### src/design/irq_ctrl_defines.svh
// Register offsets, field positions, reset values and timing counts of the interrupt controller
`ifndef IRQ_CTRL_DEFINES_SVH
`define IRQ_CTRL_DEFINES_SVH
`define ADDR_MAIN        12'h000
`define ADDR_EDGE_PRIO   12'h004
`define ADDR_EXT_PINS    12'h008
`define ADDR_MODE        12'h00C
`define ADDR_PULL_EN     12'h010
`define ADDR_CHANGE_EN   12'h014
`define ADDR_STATUS      12'h018
`define RST_MAIN         8'h00
`define RST_EDGE_PRIO    8'hF5
`define RST_EXT_PINS     8'hC0
`define MASK_EDGE_PRIO   8'hF5
`define MASK_EXT_PINS    8'hDB
`define VEC_HIGH         16'h0008
`define VEC_LOW          16'h0018
`define SYNC_CYCLES      2
`define B_GIE_H   7
`define B_PEIE_L  6
`define B_TMR_IE  5
`define B_X0_IE   4
`define B_PC_IE   3
`define B_TMR_F   2
`define B_X0_F    1
`define B_PC_F    0
`define B_PU_DIS  7
`define B_EDG0    6
`define B_EDG1    5
`define B_EDG2    4
`define B_TMR_P   2
`define B_PC_P    0
`define B_X2_P    7
`define B_X1_P    6
`define B_X2_IE   4
`define B_X1_IE   3
`define B_X2_F    1
`define B_X1_F    0
`endif

### src/design/irq_ctrl_pkg.sv
// Types shared by the interrupt controller
package irq_ctrl_pkg;
  typedef enum logic [1:0] {
    LVL_NONE = 2'b00,
    LVL_LOW  = 2'b01,
    LVL_HIGH = 2'b10
  } level_t;
  typedef struct packed {
    logic        push;
    logic [15:0] vector;
    logic        high;
  } vec_req_t;
  typedef struct packed {
    logic [11:0] addr;
    logic [31:0] data;
    logic [3:0]  strb;
  } wr_req_t;
endpackage

### src/design/two_level_interrupt_controller.sv
// Two-level priority interrupt controller with AXI4-Lite register access
//
// Added by the designer: the AXI4-Lite register port and the placing of the registers.
`include "irq_ctrl_defines.svh"
module two_level_interrupt_controller (
  // Clock and reset
  input  wire logic                 clk,
  input  wire logic                 srst,
  // AXI4-Lite write address and data
  input  wire logic [11:0]          s_axi_awaddr,
  input  wire logic                 s_axi_awvalid,
  output logic                      s_axi_awready,
  input  wire logic [31:0]          s_axi_wdata,
  input  wire logic [3:0]           s_axi_wstrb,
  input  wire logic                 s_axi_wvalid,
  output logic                      s_axi_wready,
  // AXI4-Lite write response
  output logic [1:0]                s_axi_bresp,
  output logic                      s_axi_bvalid,
  input  wire logic                 s_axi_bready,
  // AXI4-Lite read
  input  wire logic [11:0]          s_axi_araddr,
  input  wire logic                 s_axi_arvalid,
  output logic                      s_axi_arready,
  output logic [31:0]               s_axi_rdata,
  output logic [1:0]                s_axi_rresp,
  output logic                      s_axi_rvalid,
  input  wire logic                 s_axi_rready,
  // Event sources
  input  wire logic                 timer_overflow,
  input  wire logic [2:0]           ext_pin,
  input  wire logic [6:0]           port_pin,
  input  wire logic                 port_read,
  input  wire logic                 periph_pending,
  // Pin direction for pull-up control
  input  wire logic [6:0]           port_is_input,
  output logic [6:0]                port_pullup_on,
  // Core sequencer
  input  wire logic                 return_from_service,
  input  wire logic [15:0]          return_addr,
  output irq_ctrl_pkg::vec_req_t    vec_out,
  output logic [15:0]               stack_push_data
);
  import irq_ctrl_pkg::*;

  logic [7:0]  mainQ;        // Main control/flag register
  logic [7:0]  edgePrioQ;    // Edge select and priority
  logic [7:0]  extPinsQ;     // Pins 1 and 2 bits
  logic        prioModeQ;    // Priority mode enable
  logic [6:0]  pullEnQ;      // Per-pin pull-up enables
  logic [6:0]  changeEnQ;    // Per-pin change enables
  level_t      activeQ;      // Highest routine in progress
  logic        lowInSvcQ;    // Low routine interrupted by high
  logic        wasCompatQ;   // Mode at last entry
  logic [2:0]  extS1Q;       // Sync stage 1, external pins
  logic [2:0]  extS2Q;       // Sync stage 2
  logic [2:0]  extPrevQ;     // Previous synchronised level
  logic [6:0]  portS1Q;
  logic [6:0]  portS2Q;
  logic [6:0]  portLatchQ;   // Level latched at last port read
  vec_req_t    vecQ;
  logic [15:0] pushQ;

  // Bus handshake state
  logic        awHeldQ, wHeldQ;
  logic [11:0] awAddrQ;
  logic [31:0] wDataQ;
  logic [3:0]  wStrbQ;
  logic        bValidQ, rValidQ;
  logic [31:0] rDataQ;
  logic [1:0]  bRespQ, rRespQ;

  // Synchronisers run through reset so a pin idling high gives no false edge
  always_ff @(posedge clk)
  begin
    extS1Q   <= ext_pin;
    extS2Q   <= extS1Q;
    extPrevQ <= extS2Q;
    portS1Q  <= port_pin;
    portS2Q  <= portS1Q;
  end

  // Edge detection per selected polarity
  logic [2:0] edgeSel;
  logic [2:0] extEvent;
  assign edgeSel  = {edgePrioQ[`B_EDG2], edgePrioQ[`B_EDG1], edgePrioQ[`B_EDG0]};
  assign extEvent = (edgeSel & extS2Q & ~extPrevQ)
                  | (~edgeSel & ~extS2Q & extPrevQ);

  // Mismatch against latched port level, gated per pin
  logic portMismatch;
  assign portMismatch = |((portS2Q ^ portLatchQ) & changeEnQ);

  // Port read ends the mismatch by relatching
  always_ff @(posedge clk)
  begin
    if (srst)
      portLatchQ <= 7'h00;
    else if (port_read)
      portLatchQ <= portS2Q;
  end

  // Pull-ups only on input pins with their enable, unless all disabled
  assign port_pullup_on = edgePrioQ[`B_PU_DIS] ? 7'h00 : (pullEnQ & port_is_input);

  // Bus write decode
  logic       wrFire;
  logic [7:0] wrByte;
  logic       wrOk;
  assign wrFire = awHeldQ && wHeldQ && !bValidQ;
  assign wrByte = wDataQ[7:0];
  assign wrOk   = wStrbQ[0];

  // Request evaluation
  logic tmrReq, x0Req, x1Req, x2Req, pcReq;
  assign tmrReq = mainQ[`B_TMR_F] & mainQ[`B_TMR_IE];
  assign x0Req  = mainQ[`B_X0_F] & mainQ[`B_X0_IE];
  assign x1Req  = extPinsQ[`B_X1_F] & extPinsQ[`B_X1_IE];
  assign x2Req  = extPinsQ[`B_X2_F] & extPinsQ[`B_X2_IE];
  assign pcReq  = mainQ[`B_PC_F] & mainQ[`B_PC_IE];

  logic hiReq, loReq, coreReq, takeHi, takeLo, takeCompat;
  // Priority bit 1 means high; x0 is always high
  assign hiReq = (tmrReq & edgePrioQ[`B_TMR_P]) | (pcReq & edgePrioQ[`B_PC_P])
               | (x1Req & extPinsQ[`B_X1_P]) | (x2Req & extPinsQ[`B_X2_P]) | x0Req;
  assign loReq = (tmrReq & ~edgePrioQ[`B_TMR_P]) | (pcReq & ~edgePrioQ[`B_PC_P])
               | (x1Req & ~extPinsQ[`B_X1_P]) | (x2Req & ~extPinsQ[`B_X2_P])
               | periph_pending;
  assign coreReq = tmrReq | x0Req | x1Req | x2Req | pcReq;
  // Compatibility: global blocks all, peripheral enable gates peripherals
  assign takeCompat = !prioModeQ && mainQ[`B_GIE_H]
                    && (coreReq || (periph_pending && mainQ[`B_PEIE_L]));
  // High passes on high global, even during a low routine
  assign takeHi = prioModeQ && mainQ[`B_GIE_H] && hiReq && (activeQ != LVL_HIGH);
  // Low needs both globals and no routine in progress; high wins ties
  assign takeLo = prioModeQ && mainQ[`B_GIE_H] && mainQ[`B_PEIE_L] && loReq
                && !takeHi && (activeQ == LVL_NONE);

  // Main register: set wins over software clear
  always_ff @(posedge clk)
  begin
    if (srst)
      mainQ <= `RST_MAIN;
    else
    begin
      if (wrFire && wrOk && awAddrQ == `ADDR_MAIN)
        mainQ <= wrByte;
      if (takeCompat || takeHi)
        mainQ[`B_GIE_H] <= 1'b0;
      else if (takeLo)
        mainQ[`B_PEIE_L] <= 1'b0;
      else if (return_from_service && activeQ != LVL_NONE)
      begin
        // Restore whichever enable entry cleared
        if (wasCompatQ || activeQ == LVL_HIGH)
          mainQ[`B_GIE_H] <= 1'b1;
        else
          mainQ[`B_PEIE_L] <= 1'b1;
      end
      if (timer_overflow)
        mainQ[`B_TMR_F] <= 1'b1;
      if (extEvent[0])
        mainQ[`B_X0_F] <= 1'b1;
      if (portMismatch)
        mainQ[`B_PC_F] <= 1'b1;
    end
  end

  // Edge/priority register; unimplemented bits stay zero
  always_ff @(posedge clk)
  begin
    if (srst)
      edgePrioQ <= `RST_EDGE_PRIO;
    else if (wrFire && wrOk && awAddrQ == `ADDR_EDGE_PRIO)
      edgePrioQ <= wrByte & `MASK_EDGE_PRIO;
  end

  // External pins 1 and 2 register
  always_ff @(posedge clk)
  begin
    if (srst)
      extPinsQ <= `RST_EXT_PINS;
    else
    begin
      if (wrFire && wrOk && awAddrQ == `ADDR_EXT_PINS)
        extPinsQ <= wrByte & `MASK_EXT_PINS;
      if (extEvent[1])
        extPinsQ[`B_X1_F] <= 1'b1;
      if (extEvent[2])
        extPinsQ[`B_X2_F] <= 1'b1;
    end
  end

  // Mode, pull-up and change enable registers
  always_ff @(posedge clk)
  begin
    if (srst)
    begin
      prioModeQ <= 1'b0;
      pullEnQ   <= 7'h00;
      changeEnQ <= 7'h00;
    end
    else if (wrFire && wrOk)
    begin
      if (awAddrQ == `ADDR_MODE)
        prioModeQ <= wrByte[0];
      if (awAddrQ == `ADDR_PULL_EN)
        pullEnQ <= wrByte[6:0];
      if (awAddrQ == `ADDR_CHANGE_EN)
        changeEnQ <= wrByte[6:0];
    end
  end

  // Service level tracking; one nesting step only
  always_ff @(posedge clk)
  begin
    if (srst)
    begin
      activeQ    <= LVL_NONE;
      lowInSvcQ  <= 1'b0;
      wasCompatQ <= 1'b1;
    end
    else if (takeCompat)
    begin
      activeQ    <= LVL_HIGH;
      wasCompatQ <= 1'b1;
    end
    else if (takeHi)
    begin
      lowInSvcQ  <= (activeQ == LVL_LOW);
      activeQ    <= LVL_HIGH;
      wasCompatQ <= 1'b0;
    end
    else if (takeLo)
    begin
      activeQ    <= LVL_LOW;
      wasCompatQ <= 1'b0;
    end
    else if (return_from_service)
    begin
      activeQ   <= lowInSvcQ ? LVL_LOW : LVL_NONE;
      lowInSvcQ <= 1'b0;
    end
  end

  // Vector and stack push; sync adds two cycles, flag a third, vector a fourth
  always_ff @(posedge clk)
  begin
    if (srst)
    begin
      vecQ  <= '0;
      pushQ <= 16'h0000;
    end
    else
    begin
      vecQ.push   <= takeCompat || takeHi || takeLo;
      vecQ.high   <= takeCompat || takeHi;
      vecQ.vector <= takeLo ? `VEC_LOW : `VEC_HIGH;
      pushQ       <= return_addr;
    end
  end
  assign vec_out         = vecQ;
  assign stack_push_data = pushQ;

  // AXI write channels, either order
  always_ff @(posedge clk)
  begin
    if (srst)
    begin
      awHeldQ <= 1'b0;
      wHeldQ  <= 1'b0;
      awAddrQ <= 12'h000;
      wDataQ  <= 32'h0000_0000;
      wStrbQ  <= 4'h0;
      bValidQ <= 1'b0;
      bRespQ  <= 2'h0;
    end
    else
    begin
      if (s_axi_awvalid && s_axi_awready)
      begin
        awHeldQ <= 1'b1;
        awAddrQ <= {s_axi_awaddr[11:2], 2'h0};
      end
      if (s_axi_wvalid && s_axi_wready)
      begin
        wHeldQ <= 1'b1;
        wDataQ <= s_axi_wdata;
        wStrbQ <= s_axi_wstrb;
      end
      if (wrFire)
      begin
        awHeldQ <= 1'b0;
        wHeldQ  <= 1'b0;
        bValidQ <= 1'b1;
        // Unmapped or status writes get SLVERR
        bRespQ  <= (awAddrQ < `ADDR_STATUS) ? 2'h0 : 2'h2;
      end
      else if (bValidQ && s_axi_bready)
        bValidQ <= 1'b0;
    end
  end
  assign s_axi_awready = !awHeldQ && !bValidQ;
  assign s_axi_wready  = !wHeldQ && !bValidQ;
  assign s_axi_bvalid  = bValidQ;
  assign s_axi_bresp   = bRespQ;

  // AXI read, one cycle after address
  always_ff @(posedge clk)
  begin
    if (srst)
    begin
      rValidQ <= 1'b0;
      rDataQ  <= 32'h0000_0000;
      rRespQ  <= 2'h0;
    end
    else if (s_axi_arvalid && s_axi_arready)
    begin
      rValidQ <= 1'b1;
      rRespQ  <= 2'h0;
      case ({s_axi_araddr[11:2], 2'h0})
        `ADDR_MAIN:      rDataQ <= {24'h000000, mainQ};
        `ADDR_EDGE_PRIO: rDataQ <= {24'h000000, edgePrioQ};
        `ADDR_EXT_PINS:  rDataQ <= {24'h000000, extPinsQ};
        `ADDR_MODE:      rDataQ <= {31'h00000000, prioModeQ};
        `ADDR_PULL_EN:   rDataQ <= {25'h0000000, pullEnQ};
        `ADDR_CHANGE_EN: rDataQ <= {25'h0000000, changeEnQ};
        `ADDR_STATUS:    rDataQ <= {29'h00000000, lowInSvcQ, activeQ};
        default:
        begin
          rDataQ <= 32'h0000_0000;
          rRespQ <= 2'h2;
        end
      endcase
    end
    else if (rValidQ && s_axi_rready)
      rValidQ <= 1'b0;
  end
  assign s_axi_arready = !rValidQ;
  assign s_axi_rvalid  = rValidQ;
  assign s_axi_rdata   = rDataQ;
  assign s_axi_rresp   = rRespQ;
  // Checks on what the core and software see; vector, flag and enable checks one cycle after the cause
  AST_VEC_LOW: assert property (@(posedge clk) disable iff (srst)
    takeLo |=> vecQ.push && vecQ.vector == `VEC_LOW) else $error("low vector wrong");
  AST_VEC_COMPAT: assert property (@(posedge clk) disable iff (srst)
    takeCompat |=> vecQ.vector == `VEC_HIGH && vecQ.high) else $error("compat vector wrong");
  AST_PREEMPT: assert property (@(posedge clk) disable iff (srst)
    (activeQ == LVL_LOW && prioModeQ && mainQ[`B_GIE_H] && hiReq) |=> vecQ.push && vecQ.high
    && activeQ == LVL_HIGH && lowInSvcQ) else $error("high did not preempt");
  AST_GIE_BLOCK: assert property (@(posedge clk) disable iff (srst)
    !mainQ[`B_GIE_H] |-> !(takeCompat || takeHi || takeLo)) else $error("taken while off");
  AST_NO_LOW_IN_HIGH: assert property (@(posedge clk) disable iff (srst)
    activeQ == LVL_HIGH |-> !takeLo) else $error("low taken in high");
  AST_CLR_ENABLE: assert property (@(posedge clk) disable iff (srst)
    takeHi |=> !mainQ[`B_GIE_H]) else $error("high global not cleared");
  AST_CLR_LOW: assert property (@(posedge clk) disable iff (srst)
    takeLo |=> !mainQ[`B_PEIE_L] && activeQ == LVL_LOW) else $error("low global not cleared");
  AST_TIE_HIGH: assert property (@(posedge clk) disable iff (srst)
    (prioModeQ && mainQ[`B_GIE_H] && mainQ[`B_PEIE_L] && hiReq && loReq && activeQ == LVL_NONE)
    |=> vecQ.push && vecQ.high && vecQ.vector == `VEC_HIGH) else $error("low beat high");
  AST_FLAG_SET: assert property (@(posedge clk) disable iff (srst)
    timer_overflow |=> mainQ[`B_TMR_F]) else $error("timer flag not set");
  AST_PC_SET: assert property (@(posedge clk) disable iff (srst)
    portMismatch |=> mainQ[`B_PC_F]) else $error("port flag not set");
  AST_PULLUP: assert property (@(posedge clk) disable iff (srst)
    edgePrioQ[`B_PU_DIS] |-> port_pullup_on == 7'h00) else $error("pull-up not off");
  COV_HIGH: cover property (@(posedge clk) disable iff (srst) takeHi);
  COV_LOW: cover property (@(posedge clk) disable iff (srst) takeLo);
  COV_NEST: cover property (@(posedge clk) disable iff (srst) takeHi && activeQ == LVL_LOW);
endmodule

### config.mk
export PLATFORM = sky130hd
export DESIGN_NAME = two_level_interrupt_controller
export DESIGN_NICKNAME = d
export VERILOG_FILES = /design/src/design/irq_ctrl_pkg.sv /design/src/design/two_level_interrupt_controller.sv
export VERILOG_INCLUDE_DIRS = /design/src /design/src/design
export SDC_FILE = /design/constraint.sdc
export NUM_CORES = 1
export LEC_CHECK = 0
export BUFFER_PORTS_ARGS = -buffer_cell sky130_fd_sc_hd__buf_2
export CAP_MARGIN = 15
export CORE_MARGIN = 4
export CORE_UTILIZATION = 45
export DETAILED_ROUTE_END_ITERATION = 8
export PLACE_DENSITY_LB_ADDON = 0.12
export SLEW_MARGIN = 20
export SYNTH_ARGS = -nofsm -noshare
export SYNTH_HDL_FRONTEND = slang
export SYNTH_SLANG_ARGS = --single-unit
export TNS_END_PERCENT = 1
### constraint.sdc
create_clock -name clk -period 3.41 [get_ports clk]
set_input_delay 0.1705 -clock clk [delete_from_list [all_inputs] [get_ports clk]]
set_output_delay 0.1705 -clock clk [all_outputs]
set_load 0.02 [all_outputs]
==> results of run 1 <==
[cell type report]
type                            instances  area, um2
Sequential cell                       122       2440
Timing Repair Buffer                  167       1090
Clock buffer                           18        428
Fill cell                             917       3980
Multi-Input combinational cell        379       2170
Tap cell                              136        170
Clock inverter                         14        146
Inverter                                7       26.3
[worst paths after layout]
path | depth (start not counted) | from | endpoint | slack, ps
worst min register to register | 0 | portS1Q[4]$_DFF_P_ | portS2Q[4]$_DFF_P_ | 330
worst max-delay path | 5 | awAddrQ[7]$_SDFFE_PP0P_ | changeEnQ[4]$_SDFFE_PP0P_ | 1450
worst max register to register | 5 | awAddrQ[7]$_SDFFE_PP0P_ | changeEnQ[4]$_SDFFE_PP0P_ | 1450
worst min-delay path | 3 | port_read | portLatchQ[2]$_SDFFE_PP0P_ | 70
[per-stage QoR]
step | hold slack [ps] | cell area, um2 | total power (W)
floorplan | 198 | 5050 | 0.00175
global placement | 273 | 5400 | 0.00180
detailed placement | 274 | 5400 | 0.00181
CTS | 58.4 | 6480 | 0.00357
global route | 67.8 | 6480 | 0.00368
finish | 71.2 | 6480 | 0.00354
[power by group]
part / switching, W / internal [W] / total [W] / leakage, nW
registers: 0.0000424 / 0.00148 / 0.00152 / 1.00
clock network: 0.000652 / 0.00106 / 0.00171 / 0.278
logic: 0.000171 / 0.000131 / 0.000302 / 1.73
[logic make-up (layout without fill, tap and decap cells)]
kind of cell,Yosys count,after routing,share of synthesized area (%)
buf+inv,72,206,8.83
compound gates,97,97,11.4
mux,39,39,8.81
other cells,1,40,0.0765
xor+xnor,7,7,1.25
simple gates,196,196,19.8
flops,122,122,49.8
[Yosys cell counts, types with 2 or more instances]
cell      instances  area, um2
mux2i_1          33        330
nor2b_1          22        138
o211ai_1          3       22.5
a21oi_1          53        265
clkbuf_1         17       63.8
o21ai_0          19       95.1
and3b_1           7       61.3
buf_1             3       11.3
inv_1             7       26.3
mux2_2            3       33.8
nand4_1           4       25.0
and2_1            3       18.8
buf_4            40        300
dfxtp_1         122       2440
nor3_1            9       45.0
buf_2             4       20.0
a211oi_1          2       15.0
nand2b_1          5       31.3
nor2_1           49        184
nand3_1          11       55.1
mux4_2            3       67.6
a22oi_1           8       60.1
a221oi_1          2       17.5
nor4_1            2       12.5
xor2_1            7       61.3
nand2_1          69        259
nor4b_1           2       17.5
or3_1             3       18.8
[sequential cells by signal (all words and copies together) (netlist names), 2 cells and up]
| name | count |
|---|---|
| pullEnQ | 7 |
| edgePrioQ | 6 |
| portLatchQ | 7 |
| awAddrQ | 10 |
| activeQ | 2 |
| wDataQ | 8 |
| stack_push_data | 16 |
| extPinsQ | 6 |
| s_axi_rdata | 8 |
| extS2Q | 3 |
| extPrevQ | 3 |
| portS2Q | 7 |
| extS1Q | 3 |
| portS1Q | 7 |
| vec_out | 4 |
| mainQ | 8 |
| changeEnQ | 7 |
[worst max-delay path: cells and delay by family, from the launching register on]
family | cells | cell delay, ps
AND/OR/NAND/NOR | 4 | 1400
AO/OA/AOI/OAI | 1 | 150
flip-flops | 1 | 330
[metal layers]
metal | share of wire, % | routed length, um | GRT usage (%) | vias up
li1 | - | - | - | 2072
met4 | 1.2 | 136 | 6.97 | 0
met1 | 43 | 5070 | 24.1 | 1893
met2 | 49 | 5780 | 30.8 | 136
met3 | 6.6 | 783 | 4.64 | 11
met5 | 0 | 0 | 0 | -
[repair_timing]
item | 4_1_cts | 5_1_grt
setup endpoints to repair | 0 | 0
hold buffers | 50 | 0
hold endpoints to repair | 50 | 0
==> flow_summary.yaml, run 1 <==
synthesis:
  postSynth.asyncResetShare_pct: 0
  synth-edff-count: 0
  netlist_area_mm2: 0.00490
  ys_types: 50
  synthCells: 534
  synth-seq-cells: 122
  synth_top_flop_cell: "dfxtp_1"
  synth_seq_area_share_pct: 49.8
  synth_area_per_cell_um2: 9.18
  synth_warnings: 0
power_and_ir_drop:
  cellLeakagePower_nw: 3.01
  ir_worst_vdd_mv: 0.318
  pwr_density_cell_mw_per_mm2: 546
place:
  port_buffers: 114
  dp.cells: 761
  place_hpwl_um: 8190
  place_congestion: 0.873
  post-place-ws_ps: 1490
cells_and_area:
  drive_gt1_share_pct: 22.3
  layout_common_cells: "dfxtp_1 (122), buf_2 (114), nand2_1 (69)"
  final_cells: 843
  antennaDiodeCount: 0
  fin_util_pct: 61.9
  nNetsFinal: 798
  area_growth_pct: 32.2
  final_common_cell: "dfxtp_1"
route:
  routed_wl_um: 11800
  drc: 0
  ant_nets: 0
  vias: 4112
  drt-initial-drc-count: 303
  post_drt_via_cell_ratio: 4.88
  drtPass1Iterations: 4
  wire_per_inst_um: 14.0
global_routing:
  grt_max_degree: 41
  grt_pass1_vias: 3922
  grt_pass1_wl_um: 19300
  antenna_found_initial: 0
  gr-total-overflow: 0
  grtUsageTotal_pct: 18.8
clock_tree:
  cts_root_buf: "clkbuf_8"
  post-cts-setup-buffer-count: 0
  cts_resized: 0
  clkTransAtPathRegs_ps: 60
  clk_latency_ps: 520
  cts_tree: "built"
  cts_sinks: 122
  cts_max_path_buffers: 2
  cts_made_buffers: 17
  htree_levels: 4
timing:
  skew_ps: 12.3
  finalSetupViolations: 0
  hold_viol: 0
  relSlewSlack_pct: 49.5
  fin_crit_sh_pct: 57.6
  fin_ws_ps: 1450
  max_freq_ghz: 0.510
  maxSlewViolCount: 0
  tightest_slew_ps: 758
  fin_crit_ps: 1960
  rsz0062_at_grt: "no"
  setup_tns_ps: 0
die:
  die_x_um: 112
  io_pins: 186
  coreArea_mm2: 0.0105
  die_h_um: 112
  die_area_mm2: 0.0126
  start_util_pct: 46.8
  row_count: 37
hold_path:
  worstHoldPathType: "input port to flip-flop"
run:
  maxCapViolCount: 0
worst_setup_path:
  crit_chain: "nor4_4 > nand4_1 > nor2_1 > nand2_1 > a21oi_1"
  worst_path_largest_cell_delay_ps: 490
  worstPathArrival_ps: 2400
  critPathRequiredTime_ps: 3850
  start_kind: "flip-flop"
  cpMaxStageDelayCell: "nor2_1"
  cp_max_fo: 11
  criticalPathCategory: "flip-flop to flip-flop"
  setup.worst_path.end_class: "flip-flop"
outcome:
  status: "finished, final reports clean"
Note: power is estimated with default switching activity, not from simulation.
==> inputs of run 2 (changes only) <==
--- a/config.mk
+++ b/config.mk
@@ -6,6 +6,7 @@
 export SDC_FILE = /design/constraint.sdc
 export NUM_CORES = 1
 export LEC_CHECK = 0
+export ABC_AREA = 1
 export BUFFER_PORTS_ARGS = -buffer_cell sky130_fd_sc_hd__buf_2
 export CAP_MARGIN = 15
 export CORE_MARGIN = 4
==> constraint.sdc (replaced) <==
create_clock -name clk -period 2 [get_ports clk]
set_input_delay 0.1 -clock clk [delete_from_list [all_inputs] [get_ports clk]]
set_output_delay 0.1 -clock clk [all_outputs]
set_load 0.02 [all_outputs]
==> run 2 against run 1 <==
  * Global-route usage grew 1.3 points
  * Setup slack got worse by 1100 ps
  * Sequential share of layout area is 1.0 points lower
  * Register-to-register slack got worse by 1100 ps
  * Flip-flop and latch count is the same
  * Critical path depth rose by 3
  * Critical path type unchanged
  * Critical endpoint is now changeEnQ[2]$_SDFFE_PP0P_
  * Largest cell class unchanged
==> flow_summary.yaml, run 2 <==
route:
  routed_wl_um: 12800
  wire_per_inst_um: 12.9
  drc: 0
  drt-initial-drc-count: 289
  drtPass1Iterations: 6
  post_drt_via_cell_ratio: 4.71
  vias: 4661
  ant_nets: 0
worst_setup_path:
  criticalPathCategory: "flip-flop to flip-flop"
  start_kind: "flip-flop"
  worstPathArrival_ps: 1920
  critPathRequiredTime_ps: 2290
  cp_max_fo: 11
  setup.worst_path.end_class: "flip-flop"
synthesis:
  synth_warnings: 0
  postSynth.asyncResetShare_pct: 0
  synth_top_cell_by_area: "dfxtp_1"
  yosys-top-cells-count: "dfxtp_1 (122), nor2_1 (107), nand2_1 (91)"
  synthCells: 677
  synth-edff-count: 0
  synth-seq-cells: 122
  synth_area_leaders: "dfxtp_1 (48%), nor2_1 (7.9%), nand2_1 (6.7%)"
  netlist_area_mm2: 0.00511
  synth_top_flop_cell: "dfxtp_1"
  ys_types: 32
  synth_seq_area_share_pct: 47.8
  synth_top_area_share_pct: 47.8
  synth_area_per_cell_um2: 7.55
  yosysMostFrequentCell: "dfxtp_1"
timing:
  rsz0062_at_grt: "no"
  maxSlewViolCount: 0
  finalSetupViolations: 0
  fin_crit_ps: 1630
  skew_ps: 6.53
  hold_viol: 0
  relSlewSlack_pct: 60.8
  fin_hold_ws_ps: 1.44
  tightest_slew_ps: 588
  fin_ws_ps: 365
  max_freq_ghz: 0.612
  fin_crit_sh_pct: 81.7
  setup_tns_ps: 0
global_routing:
  grt_pass1_vias: 4407
  grtUsageTotal_pct: 20.1
  grt_pass1_wl_um: 21000
  grt_max_degree: 64
  antenna_found_initial: 0
  gr-total-overflow: 0
cells_and_area:
  nNetsFinal: 941
  drive_gt1_share_pct: 20.4
  largest_register_ffs: 16
  multi_input_area_mm2: 0.00214
  area_growth_pct: 30.3
  final_common_cell: "dfxtp_1"
  fill_cells: 969
  seqCellArea_mm2: 0.00244
  antennaDiodeCount: 0
  layout_common_cells: "dfxtp_1 (122), buf_2 (114), nor2_1 (107)"
clock_tree:
  cts_hold_buf: 46
  clkTransAtPathRegs_ps: 60
  post-cts-setup-buffer-count: 0
  cts_made_buffers: 17
  htree_levels: 4
  cts_root_buf: "clkbuf_16"
  cts_resized: 0
  clk_latency_ps: 400
  cts_tree: "built"
  cts_max_path_buffers: 2
  cts_sinks: 122
power_and_ir_drop:
  pwr_density_cell_mw_per_mm2: 918
  finalPower_w: 0.00611
  power_frac_seq_pct: 42.9
  p_sw_share_pct: 26.0
  ir_worst_vdd_mv: 0.687
  p_int_w: 0.00453
  pwr-share-clk_pct: 47.7
  switchingPower_w: 0.00159
  comb_power_share_pct: 9.4
  cellLeakagePower_nw: 3.16
run:
  maxCapViolCount: 0
place:
  place_congestion: 0.851
  port_buffers: 114
  place_hpwl_um: 9170
  post-place-ws_ps: 403
outcome:
  status: "finished, final reports clean"
die:
  io_pins: 186
  die_area_mm2: 0.0131
  start_util_pct: 46.5
  die_h_um: 115
  die_x_um: 115
  coreArea_mm2: 0.0110
  row_count: 38
hold_path:
  worstHoldPathType: "input port to flip-flop"
-- run 2: changes by cell type after synthesis, sizes merged, moves of 8 or more --
cell and change:
o21ai +55, nor2 +67, nor2b -22, mux2i -33, a22oi -8, nand2 +27, nand3 +41, inv +65
-- run 2: cells by family after synthesis --
family,count (synthesis),synth area share [%]
other cells,1,0.0734
simple gates,278,24.1
buf+inv,134,13.2
flops,122,47.8
compound gates,141,14.6
xor+xnor,1,0.171
-- run 2: power by group through the flow --
stage          Sequential, W  Clock (W)  Combinational, W
5_1_grt              0.00263    0.00308          0.000643
2_1_floorplan        0.00268          0          0.000376
6_report             0.00262    0.00291          0.000575
3_5_place_dp         0.00267          0          0.000502
4_1_cts              0.00262    0.00296          0.000572
3_3_place_gp         0.00267          0          0.000491
-- run 2: critical path: stages (launching register included) --
cell and delay, ps:
dfxtp_1 350, nor2_2 110, nand2_1 100, clkinv_2 90, nand2_2 70, nor3_4 220
nand2_1 280, o21ai_0 250, a21oi_1 60
-- run 2: cell type report --
cell class                 instances  area share, %
sequential                       122           36.7
multi-input combinational        460           32.1
timing repair buffer             162           15.7
clock buffer                      18           6.59
inverter                          74           4.19
clock inverter                    14           2.10
tap                              140           2.63
-- run 2: final timing paths --
path / from / to / slack (ps) / cells after the start
worst max-delay path: s_axi_bvalid$_SDFFE_PP0P_ / changeEnQ[2]$_SDFFE_PP0P_ / 370 / 8
worst max register to register: s_axi_bvalid$_SDFFE_PP0P_ / changeEnQ[2]$_SDFFE_PP0P_ / 370 / 8
worst min-delay path: s_axi_wdata[7] / wDataQ[7]$_SDFFE_PP0P_ / 1 / 3
worst min register to register: extS1Q[0]$_DFF_P_ / extS2Q[0]$_DFF_P_ / 320 / 0
-- run 2: stage by stage --
| stage | std cells | utilization (%) | instance area (um2) |
|---|---|---|---|
| after floorplan | 716 | - | 5260 |
| after global placement | 912 | 51.2 | 5620 |
| after detailed placement | 912 | 51.2 | 5620 |
| after CTS | 990 | 60.6 | 6660 |
| after global routing | 990 | 60.6 | 6660 |
| final | 990 | 60.6 | 6660 |
-- run 2: metal layers --
metal / global-route usage (%) / share of wire, % / vias up
li1: - / - / 2432
met1: 26.1 / 45 / 2053
met2: 32.2 / 46 / 158
met3: 5.39 / 7.1 / 18
met4: 6.97 / 1.7 / 0
met5: 0 / 0 / -
==> inputs of run 3 (changes only) <==
==> constraint.sdc (replaced) <==
create_clock -name clk -period 1.4 [get_ports clk]
set_input_delay 0.07 -clock clk [delete_from_list [all_inputs] [get_ports clk]]
set_output_delay 0.07 -clock clk [all_outputs]
set_load 0.02 [all_outputs]
==> run 3 against run 2 <==
  * Die area stayed put
  * Power is 49% higher
  * The run now ends with negative setup slack left
  * Wire length grew 9.4%
  * Highest routed layer unchanged
  * Largest cell class unchanged
  * Clock skew is 1.3 ps higher
  * Critical path depth up 1
  * First-iteration DRC count is 12% higher
==> flow_summary.yaml, run 3 (same netlist as run 2, synthesis figures left out) <==
die:
  row_count: 38
  start_util_pct: 46.5
  die_h_um: 115
  die_area_mm2: 0.0131
  io_pins: 186
  coreArea_mm2: 0.0110
  die_x_um: 115
cells_and_area:
  largest_register_ffs: 16
  nNetsFinal: 984
  antennaDiodeCount: 0
  seqCellArea_mm2: 0.00245
  area_growth_pct: 41.4
  drive_gt1_share_pct: 27.5
  multi_input_area_mm2: 0.00228
  layout_common_cells: "dfxtp_1 (114), buf_2 (113), nor2_1 (103)"
  final_common_cell: "dfxtp_1"
  fill_cells: 900
worst_setup_path:
  start_kind: "flip-flop"
  criticalPathCategory: "flip-flop to flip-flop"
  worst_r2r_endpoint: "changeEnQ[0]$_SDFFE_PP0P_"
  reg2reg_setup_slack_ps: -110
  cp_max_fo: 5
  critPathRequiredTime_ps: 1700
  crit_end: "changeEnQ[0]$_SDFFE_PP0P_"
  r2r-start: "awAddrQ[6]$_SDFFE_PP0P_"
  rr_worst_depth: 9
  worstSetupStartpoint: "awAddrQ[6]$_SDFFE_PP0P_"
  setup.worst_path.end_class: "flip-flop"
  worstPathArrival_ps: 1810
clock_tree:
  cts_made_buffers: 17
  cts_sinks: 122
  clkTransAtPathRegs_ps: 50
  htree_levels: 4
  cts_root_buf: "clkbuf_16"
  cts_max_path_buffers: 2
  cts_tree: "built"
  clk_latency_ps: 410
outcome:
  status: "complete, but fails checks"
  violations: "negative setup slack"
route:
  drtPass1Iterations: 5
  routed_wl_um: 14000
  ant_nets: 0
  drt-initial-drc-count: 324
  post_drt_via_cell_ratio: 4.84
  vias: 4990
  wire_per_inst_um: 13.6
  drc: 0
global_routing:
  gr-total-overflow: 0
  grtUsageTotal_pct: 20.3
  grt_pass1_vias: 4552
  grt_pass1_wl_um: 21200
  grt_max_degree: 59
  antenna_found_initial: 0
place:
  place_congestion: 0.838
  place_hpwl_um: 9520
  port_buffers: 114
timing:
  rsz0062_at_grt: "yes"
  hold_viol: 0
  fin_crit_ps: 1510
  finalSetupViolations: 31
  fin_ws_ps: -114
  fin_hold_ws_ps: 47.4
  maxSlewViolCount: 0
  skew_ps: 7.85
  fin_crit_sh_pct: 108
  max_freq_ghz: 0.661
power_and_ir_drop:
  finalPower_w: 0.00912
  cellLeakagePower_nw: 3.49
  pwr_density_cell_mw_per_mm2: 1260
  ir_worst_vdd_mv: 0.944
hold_path:
  min_from: "srst"
  worstHoldPathType: "input port to flip-flop"
run:
  maxCapViolCount: 0
-- run 3: cell types whose count changed in the layout (fill, tap and decap cells not counted), moves of 5 or more --
cell,delta
dlygate4sd3_1,+5
dfxtp_1,-8
clkinvlp_4,-5
buf_6,+8
a21oi_2,+5
dfxtp_2,+8
nand2_1,-10
o21ai_0,-5
buf_4,+26
nand2_4,+5
nand2_2,+6
o21ai_2,+7
a21oi_1,-5
-- run 3: timing repair --
item / 4_1_cts / 5_1_grt
hold endpoints to repair: 51 / 0
buffers inserted: 0 / 8
gates cloned: 0 / 3
endpoints found under the setup margin: 17 / 51
pin swaps: 3 / 18
hold buffers: 51 / 0
resized for setup: 4 / 58
-- run 3: layout make-up --
type	instances	share of cell area, %
clock inverter	8	1.65
clock buffer	22	6.56
timing repair buffer	203	19.9
sequential	122	33.9
inverter	74	3.93
tap	140	2.42
multi-input combinational	462	31.6
-- run 3: through the flow --
step	utilization [%]	worst slack, ps	TNS [ps]	area, um2	instances
after CTS	63.4	-34.4	-115	6970	1020
after floorplan	-	-32.7	-425	5260	716
final	65.8	-114	-2020	7230	1031
after detailed placement	53.3	-71.9	-457	5850	939
after global routing	65.8	-185	-4860	7230	1031
after global placement	53.3	-23.1	-24.6	5850	939
-- run 3: worst min path at each step --
stage	slack (ps)	cells past startpoint	to
global placement	170	1	portS1Q[5]$_DFF_P_
finish	50	3	wasCompatQ$_SDFFE_PP1P_
global route	70	3	wasCompatQ$_SDFFE_PP1P_
floorplan	100	0	extS1Q[0]$_DFF_P_
detailed placement	170	1	portS1Q[2]$_DFF_P_
CTS	40	3	wasCompatQ$_SDFFE_PP1P_
-- run 3: power by group --
part / leakage, nW / switching (W) / internal, W / total, W
sequential: 1.01 / 0.000124 / 0.00364 / 0.00376
clock: 0.296 / 0.00146 / 0.00291 / 0.00437
combinational: 2.19 / 0.000574 / 0.000418 / 0.000991
-- run 3: critical path, stage by stage, from the launching register on --
cell and delay (ps):
dfxtp_2 320, nor2_2 110, nand2_2 120, buf_6 150, nor3_4 180, buf_6 190, buf_12 110, nand2_4 70
o21ai_1 120, nor2_1 50
-- run 3: layer usage --
| metal | track usage, % | up-vias | routed length (um) |
|---|---|---|---|
| li1 | - | 2508 | - |
| met1 | 26.4 | 2260 | 6060 |
| met2 | 33.4 | 204 | 6600 |
| met3 | 5.29 | 18 | 1160 |
| met4 | 5.86 | 0 | 194 |
| met5 | 0 | - | 0 |
